[config.mk]
export PLATFORM = sky130hd
export DESIGN_NAME = isc_top
export DESIGN_NICKNAME = d
export VERILOG_FILES = /design/src/design/isc_pkg.sv /design/src/design/isc_irq_pin.sv /design/src/design/isc_fifo_gate.sv /design/src/design/isc_top.sv
export SDC_FILE = /design/constraint.sdc
export NUM_CORES = 1
export LEC_CHECK = 0
export ABC_CLOCK_PERIOD_IN_PS = 2500
export BUFFER_PORTS_ARGS = -buffer_cell sky130_fd_sc_hd__clkbuf_2
export CAP_MARGIN = 20
export CORE_MARGIN = 10
export CORE_UTILIZATION = 49
export CTS_CLUSTER_SIZE = 8
export DETAILED_ROUTE_END_ITERATION = 8
export GPL_TIMING_DRIVEN = 0
export PLACE_DENSITY_LB_ADDON = 0.1
export REMOVE_ABC_BUFFERS = 1
export SYNTH_ARGS = -nofsm -noshare
export SYNTH_HDL_FRONTEND = slang
export SYNTH_SLANG_ARGS = --single-unit
[constraint.sdc]
create_clock -name clk_in -period 2.5 [get_ports clk_in]
set_input_delay 0.125 -clock clk_in [delete_from_list [all_inputs] [get_ports clk_in]]
set_output_delay 0.125 -clock clk_in [all_outputs]
set_load 0.02 [all_outputs]
[src/design/isc_pkg.sv]
package isc_pkg;
  // ----------------------------------------------------------------
  // Register map
  // ----------------------------------------------------------------
  localparam logic [7:0] ISC_ADDR_CTRL = 8'h2c;
  localparam logic [7:0] ISC_RESET_CTRL = 8'h00;
  localparam logic [7:0] ISC_READ_ZERO = 8'h00;

  // ----------------------------------------------------------------
  // Field positions
  // ----------------------------------------------------------------
  localparam int ISC_BIT_GATE = 7;
  localparam int ISC_BIT_WAKE_TRANS = 6;
  localparam int ISC_BIT_WAKE_ORIENT = 5;
  localparam int ISC_BIT_WAKE_PULSE = 4;
  localparam int ISC_BIT_WAKE_FFMT = 3;
  localparam int ISC_BIT_WAKE_VECM = 2;
  localparam int ISC_BIT_POL = 1;
  localparam int ISC_BIT_DRIVE = 0;
  localparam int ISC_NUM_FUNC = 5;
  localparam int ISC_WAKE_LSB = 2;

  // ----------------------------------------------------------------
  // Gate state machine
  // ----------------------------------------------------------------
  typedef enum logic [2:0] {
    ISC_GATE_OPEN = 3'h1,
    ISC_GATE_HOLD = 3'h2,
    ISC_GATE_ERR = 3'h4
  } isc_gate_t;
endpackage : isc_pkg

[src/design/isc_irq_pin.sv]
`timescale 1ns/1ps
`default_nettype none
// Drives one interrupt pin from its combined request, polarity and drive style.
module isc_irq_pin
  import isc_pkg::*;
(
  // Clock and reset
  input wire logic clk_in,
  input wire logic rst_n_in,
  // Control
  input wire logic req_in,
  input wire logic active_high_in,
  input wire logic open_drain_in,
  // Pin
  output logic pin_out,
  output logic pin_oe_out
);
  logic level;

  // ----------------------------------------------------------------
  // Pin driver
  // ----------------------------------------------------------------
  // Asserted level follows the polarity select.
  assign level = active_high_in ? req_in : ~req_in;

  // Open drain only drives while the line is low; the pull-up gives the high.
  always_ff @(posedge clk_in or negedge rst_n_in) begin
    if (!rst_n_in) begin
      pin_out <= 1'b1;
      pin_oe_out <= 1'b1;
    end else begin
      pin_out <= level;
      pin_oe_out <= open_drain_in ? ~level : 1'b1;
    end
  end
endmodule : isc_irq_pin
`default_nettype wire

[src/design/isc_fifo_gate.sv]
`timescale 1ns/1ps
`default_nettype none
// Decides flushing and sample acceptance for the sample FIFO across mode changes.
module isc_fifo_gate
  import isc_pkg::*;
(
  // Clock and reset
  input wire logic clk_in,
  input wire logic rst_n_in,
  // Control
  input wire logic gate_en_in,
  input wire logic mode_change_in,
  input wire logic rate_change_in,
  input wire logic sample_in,
  input wire logic fifo_empty_in,
  // Results
  output logic flush_out,
  output logic accept_out,
  output logic gate_err_out
);
  isc_gate_t state;
  isc_gate_t next_state;

  // ----------------------------------------------------------------
  // Combinational decisions
  // ----------------------------------------------------------------
  // A rate change always flushes, so a gate hold is dropped then too.
  always_comb begin
    next_state = state;
    flush_out = 1'b0;
    accept_out = 1'b0;
    case (state)
      ISC_GATE_OPEN: begin
        accept_out = sample_in;
        if (mode_change_in && gate_en_in && !fifo_empty_in) begin
          next_state = ISC_GATE_HOLD;
          accept_out = 1'b0;
        end
      end
      ISC_GATE_HOLD: begin
        if (fifo_empty_in) begin
          next_state = ISC_GATE_OPEN;
        end else if (sample_in) begin
          next_state = ISC_GATE_ERR;
        end
      end
      ISC_GATE_ERR: begin
        if (fifo_empty_in) begin
          next_state = ISC_GATE_OPEN;
        end
      end
      default: begin
        next_state = ISC_GATE_OPEN;
      end
    endcase
    // With the gate off every mode change flushes, even if the gate bit was cleared during a hold.
    if (mode_change_in && !gate_en_in) begin
      flush_out = 1'b1;
      accept_out = 1'b0;
      next_state = ISC_GATE_OPEN;
    end
    if (rate_change_in) begin
      flush_out = 1'b1;
      accept_out = 1'b0;
      next_state = ISC_GATE_OPEN;
    end
  end

  // ----------------------------------------------------------------
  // State
  // ----------------------------------------------------------------
  always_ff @(posedge clk_in or negedge rst_n_in) begin
    if (!rst_n_in) begin
      state <= ISC_GATE_OPEN;
    end else begin
      state <= next_state;
    end
  end

  assign gate_err_out = (state == ISC_GATE_ERR);
endmodule : isc_fifo_gate
`default_nettype wire

[src/design/isc_top.sv]
`timescale 1ns/1ps
`default_nettype none
// Behaviour
// - Gate clear: every sleep/wake change flushes the FIFO.
// - Gate set: mode change keeps FIFO contents, new samples dropped until emptied.
// - Gate set: sample arriving before FIFO emptied sets gate-error status.
// - Gate error holds while FIFO unemptied and no flush occurs; host clears it by draining FIFO.
// - Bit 6 keeps transient detection running and waking in sleep.
// - Bit 5 keeps orientation detection running and waking in sleep.
// - Bit 4 keeps pulse detection running and waking in sleep.
// - Bit 3 keeps freefall/motion detection running and waking in sleep.
// - Bit 2 keeps vector-magnitude detection running and waking in sleep.
// - Bit 1 selects interrupt pin polarity, 0 active low, 1 active high.
// - Bit 0 selects interrupt pin drive, 0 push-pull, 1 open drain.
// - Any output sample rate change flushes the FIFO.
// - With auto-sleep, each mode change resets debounce counters, keeps status.
// - All sources routed to one pin are ORed together.
module isc_top
  import isc_pkg::*;
(
  // Clock and reset
  input wire logic clk_in,
  input wire logic rst_n_in,
  // Register port
  input wire logic [7:0] reg_addr_in,
  input wire logic reg_wr_in,
  input wire logic reg_rd_in,
  input wire logic [7:0] reg_wdata_in,
  output logic [7:0] reg_rdata_out,
  // System mode and sample path
  input wire logic sleep_mode_in,
  input wire logic auto_sleep_en_in,
  input wire logic rate_change_in,
  input wire logic sample_in,
  input wire logic fifo_empty_in,
  output logic fifo_flush_out,
  output logic fifo_accept_out,
  output logic gate_err_out,
  output logic debounce_reset_out,
  // Event functions
  input wire logic [4:0] func_event_in,
  input wire logic [4:0] func_route_a_in,
  output logic [4:0] func_run_out,
  output logic wake_request_out,
  // Interrupt pins
  input wire logic [4:0] other_irq_a_in,
  input wire logic [4:0] other_irq_b_in,
  output logic irq_pin_a_out,
  output logic irq_pin_a_oe_out,
  output logic irq_pin_b_out,
  output logic irq_pin_b_oe_out
);
  logic [7:0] interrupt_sleep_control;
  logic sleep_d;
  logic mode_change;
  logic flush;
  logic accept;
  logic gate_err;
  logic [4:0] wake_en;
  logic [4:0] func_live;
  logic [4:0] route_a_hits;
  logic [4:0] route_b_hits;
  logic req_a;
  logic req_b;

  // ----------------------------------------------------------------
  // Control register
  // ----------------------------------------------------------------
  // All eight bits are plain read/write storage.
  always_ff @(posedge clk_in or negedge rst_n_in) begin
    if (!rst_n_in) begin
      interrupt_sleep_control <= ISC_RESET_CTRL;
    end else if (reg_wr_in && reg_addr_in == ISC_ADDR_CTRL) begin
      interrupt_sleep_control <= reg_wdata_in;
    end
  end

  // Read data is registered; other addresses belong to other blocks and read zero here.
  always_ff @(posedge clk_in or negedge rst_n_in) begin
    if (!rst_n_in) begin
      reg_rdata_out <= ISC_READ_ZERO;
    end else if (reg_rd_in && reg_addr_in == ISC_ADDR_CTRL) begin
      reg_rdata_out <= interrupt_sleep_control;
    end else begin
      reg_rdata_out <= ISC_READ_ZERO;
    end
  end

  // ----------------------------------------------------------------
  // Mode change detection
  // ----------------------------------------------------------------
  always_ff @(posedge clk_in or negedge rst_n_in) begin
    if (!rst_n_in) begin
      sleep_d <= 1'b0;
    end else begin
      sleep_d <= sleep_mode_in;
    end
  end

  assign mode_change = sleep_mode_in ^ sleep_d;

  // ----------------------------------------------------------------
  // FIFO gate
  // ----------------------------------------------------------------
  isc_fifo_gate u_gate (
    .clk_in(clk_in),
    .rst_n_in(rst_n_in),
    .gate_en_in(interrupt_sleep_control[ISC_BIT_GATE]),
    .mode_change_in(mode_change),
    .rate_change_in(rate_change_in),
    .sample_in(sample_in),
    .fifo_empty_in(fifo_empty_in),
    .flush_out(flush),
    .accept_out(accept),
    .gate_err_out(gate_err)
  );

  // Outputs are registered, so flush and accept lag their cause by one cycle.
  always_ff @(posedge clk_in or negedge rst_n_in) begin
    if (!rst_n_in) begin
      fifo_flush_out <= 1'b0;
      fifo_accept_out <= 1'b0;
      gate_err_out <= 1'b0;
      debounce_reset_out <= 1'b0;
    end else begin
      fifo_flush_out <= flush;
      fifo_accept_out <= accept;
      gate_err_out <= gate_err;
      // Status is kept elsewhere; only the debounce counters are told to restart.
      debounce_reset_out <= mode_change & auto_sleep_en_in;
    end
  end

  // ----------------------------------------------------------------
  // Sleep wake sources
  // ----------------------------------------------------------------
  // Index 4 transient, 3 orientation, 2 pulse, 1 freefall/motion, 0 vector magnitude.
  assign wake_en = interrupt_sleep_control[ISC_WAKE_LSB +: ISC_NUM_FUNC];

  // In wake mode every function runs; in sleep only those enabled for wake.
  generate
    for (genvar i = 0; i < ISC_NUM_FUNC; i++) begin : g_func
      assign func_live[i] = ~sleep_mode_in | wake_en[i];
    end
  endgenerate

  always_ff @(posedge clk_in or negedge rst_n_in) begin
    if (!rst_n_in) begin
      func_run_out <= 5'h1f;
      wake_request_out <= 1'b0;
    end else begin
      func_run_out <= func_live;
      wake_request_out <= sleep_mode_in & |(func_event_in & wake_en);
    end
  end

  // ----------------------------------------------------------------
  // Interrupt combining
  // ----------------------------------------------------------------
  // A function that is stopped in sleep cannot raise its pin either.
  assign route_a_hits = func_event_in & func_live & func_route_a_in;
  assign route_b_hits = func_event_in & func_live & ~func_route_a_in;
  assign req_a = |route_a_hits | |other_irq_a_in;
  assign req_b = |route_b_hits | |other_irq_b_in;

  isc_irq_pin u_pin_a (
    .clk_in(clk_in),
    .rst_n_in(rst_n_in),
    .req_in(req_a),
    .active_high_in(interrupt_sleep_control[ISC_BIT_POL]),
    .open_drain_in(interrupt_sleep_control[ISC_BIT_DRIVE]),
    .pin_out(irq_pin_a_out),
    .pin_oe_out(irq_pin_a_oe_out)
  );

  isc_irq_pin u_pin_b (
    .clk_in(clk_in),
    .rst_n_in(rst_n_in),
    .req_in(req_b),
    .active_high_in(interrupt_sleep_control[ISC_BIT_POL]),
    .open_drain_in(interrupt_sleep_control[ISC_BIT_DRIVE]),
    .pin_out(irq_pin_b_out),
    .pin_oe_out(irq_pin_b_oe_out)
  );
endmodule : isc_top
`default_nettype wire

==> impl_metrics.tcl <==
set metrics [dict create \
    ys_warn_count 0 \
    required_ns 2.74 \
    hold_viol_final 0 \
    globalRouteOverflowTotal 0 \
    fin_nets 227 \
    num_rows 19 \
    period_share_pct 59.4 \
    synth_compound_area_share_pct 6.75 \
    finClkSkew_ns 0.00952 \
    routedWlPerCell_um 15.8 \
    tns_ns 0 \
    ir_worst_vdd_v 0.000437 \
    cp_slowest_cell "dlygate4sd3_1" \
    power.density_nw_per_um2 572 \
    crit_path_max_fanout 8 \
    leakage_nw 0.997 \
    grt_use_met1_pct 16.2 \
    drcViolationCount 0 \
    synthCells 105 \
    synth_top_family_by_area "simple AND/OR/NAND/NOR gates" \
    synth-simple-area-share_pct 20.8 \
    yosys.area.top_type "dfrtp_1" \
    vias 1108 \
    outcome "finished clean" \
    synth_edf_count 0 \
    final_cells 214 \
    initial_core_util_pct 51.1 \
    ant_nets 0 \
    critPathTopFamily "buffers and inverters" \
    gp_congestion 0.834 \
    first_pass_iters 4 \
    hold_class "in2reg" \
    syn_avg_cell_area_sq_um 13.4 \
    syn_to_final_growth_pct 34.6 \
    period_minus_slack_ns 1.49 \
    max-cap-violations 0 \
    htree_levels 2 \
    n_antenna_cell 0 \
    portBuffers 66 \
    drv_slew 0 \
    setup_violations 0 \
    num_io_pins 67 \
    viasPerCell 5.18 \
    crit_path_max_incr_delay_ns 0.54 \
    path_cells "dlygate4sd3_1, clkbuf_2, xnor2_1, o21bai_1, nor4_1" \
    grt_util_met3_pct 6.19 \
    fmax_ghz 0.673 \
    die_w_um 73.6 \
    path_clk_slew_ns 0.10 \
    drive_above_1_share_pct 56.3 \
    start_kind "input pin" \
    synth-seq-cells 34 \
    end_kind "flop" \
    clk_latency_ns 0.33 \
    dp_cells 202 \
    use_met2_pct 19.3 \
    cts_resized 0 \
    synthMuxAreaShare_pct 8.53 \
    die_h_um 73.6 \
    ys_types 32 \
    path_class "in2reg" \
    synthAdderAreaFrac_pct 0 \
    arrival_ns 1.73 \
    ys.flop_type "dfrtp_1" \
    layout_common_cells "clkbuf_2 (66), dfrtp_1 (24), dfstp_2 (10), and3_2 (8), mux2_2 (8)" \
    synth_area_sq_um 1410 \
    drt_iter0_drc 76 \
    critical_path_buf_inv_count 2 \
    grt_pass1_wl_mm 5.62 \
    mostFrequentLayoutCell "clkbuf_2" \
    grt_max_degree 35 \
    ys_seq_area_share_pct 61.3 \
    cts_tree "done" \
    cts_buffers 5 \
    track_usage_pct 13.5 \
    fp.dieArea_sq_um 5420 \
    async_flop_share_pct 100 \
    rsz0062_at_grt "false" \
    cts_buffer_depth 2 \
    first_global_vias 1187 \
    synth_xor_area_share_pct 1.87 \
    core_sq_um 2760 \
    antenna_found_initial 0 \
    drt_wl_total_mm 3.38 \
    cts_sinks 34 \
    top_usage_layer "met2" \
    root_buffer "clkbuf_4" \
    relSlewSlack_pct 46.7 \
    worstMarginPinSlew_ns 0.799 \
    post-cts-setup-buffers 0 \
    ys_top_cells_by_area "dfrtp_1 (43%), dfstp_2 (19%), mux2_2 (6.4%), and3_2 (4.3%), nor2b_1 (2.7%)" \
    yosys.area.top_type_share_pct 42.6 \
]
## per-stage QoR
step	hold slack, ns	utilization, %	worst slack [ns]	cell area (sq um)	power (mW)
2_1_floorplan	-0.171	-	0.937	1410	0.646
3_3_place_gp	0.239	64.5	0.700	1780	0.712
3_5_place_dp	0.251	64.5	0.662	1780	0.716
4_1_cts	0.00599	68.4	1.01	1890	1.09
5_1_grt	0.00163	68.8	0.803	1900	1.14
6_report	0.0146	68.8	1.01	1900	1.09
## cell type report
class	instances	area (sq um)
fillers	216	861
repair buffers	70	370
inverters	3	11.3
multi-input cells	68	534
clock buffers	8	78.8
flip-flops and latches	34	863
well taps	31	38.8
## state kept, by name (all words and copies together), names as in the netlist
name and count:
debounce_reset_out 1, fifo_accept_out 1, fifo_flush_out 1, func_run_out 5, gate_err_out 1, interrupt_sleep_control 8, reg_rdata_out 8, sleep_d 1
u_gate.state 3, u_pin_a.pin_oe_out 1, u_pin_a.pin_out 1, u_pin_b.pin_oe_out 1, u_pin_b.pin_out 1, wake_request_out 1
## worst paths after layout
kind                                            start                    endpoint  slack, ns  depth (start not counted)
min                                   reg_wdata_in[0]  interrupt_sleep_control[0]       0.01                          2
max                                     sleep_mode_in             u_gate.state[1]       1.01                          5
min reg2reg                           u_gate.state[2]             u_gate.state[1]       0.54                          1
max reg2reg                interrupt_sleep_control[5]          u_pin_a.pin_oe_out       1.15                          4
max in group asynchronous                    rst_n_in                     sleep_d       1.58                          2
min in group asynchronous                    rst_n_in  interrupt_sleep_control[6]       0.42                          2
## synth_stat cells, drive strengths merged (2+ instances only)
| library cell | number |
|---|---|
| inv | 3 |
| dfstp | 10 |
| or4 | 2 |
| and3 | 8 |
| nand2b | 5 |
| mux2i | 3 |
| nor3b | 2 |
| nor2b | 6 |
| a32oi | 4 |
| xnor2 | 2 |
| nor4 | 3 |
| nand2 | 2 |
| and2 | 4 |
| mux2 | 8 |
| dfrtp | 24 |
| nor2 | 5 |
## repair_timing
action | CTS | global route
endpoints found under the hold margin | 27 | 1
hold buffers | 3 | 1
endpoints found under the setup margin | 0 | 0
## per-layer routing
metal  share of wire [%]  wire, um
met5                   0         0
met4                 1.6        53
met3                  13       437
met2                  44      1500
met1                  41      1390
## logic make-up after synthesis
logic type                Yosys count
AOI/OAI and AO/OA                  12
xor gates and xnor gates            3
buffers and inverters               3
DFF                                34
muxes                              11
and+or+nand+nor                    42
## power by group
group	leakage, nW	switching [mW]	internal (mW)	total, mW
sequential	0.431	0.0113	0.574	0.585
clock	0.0446	0.184	0.192	0.376
combinational	0.522	0.0655	0.0586	0.124
Note: power is estimated with default switching activity, not from simulation.
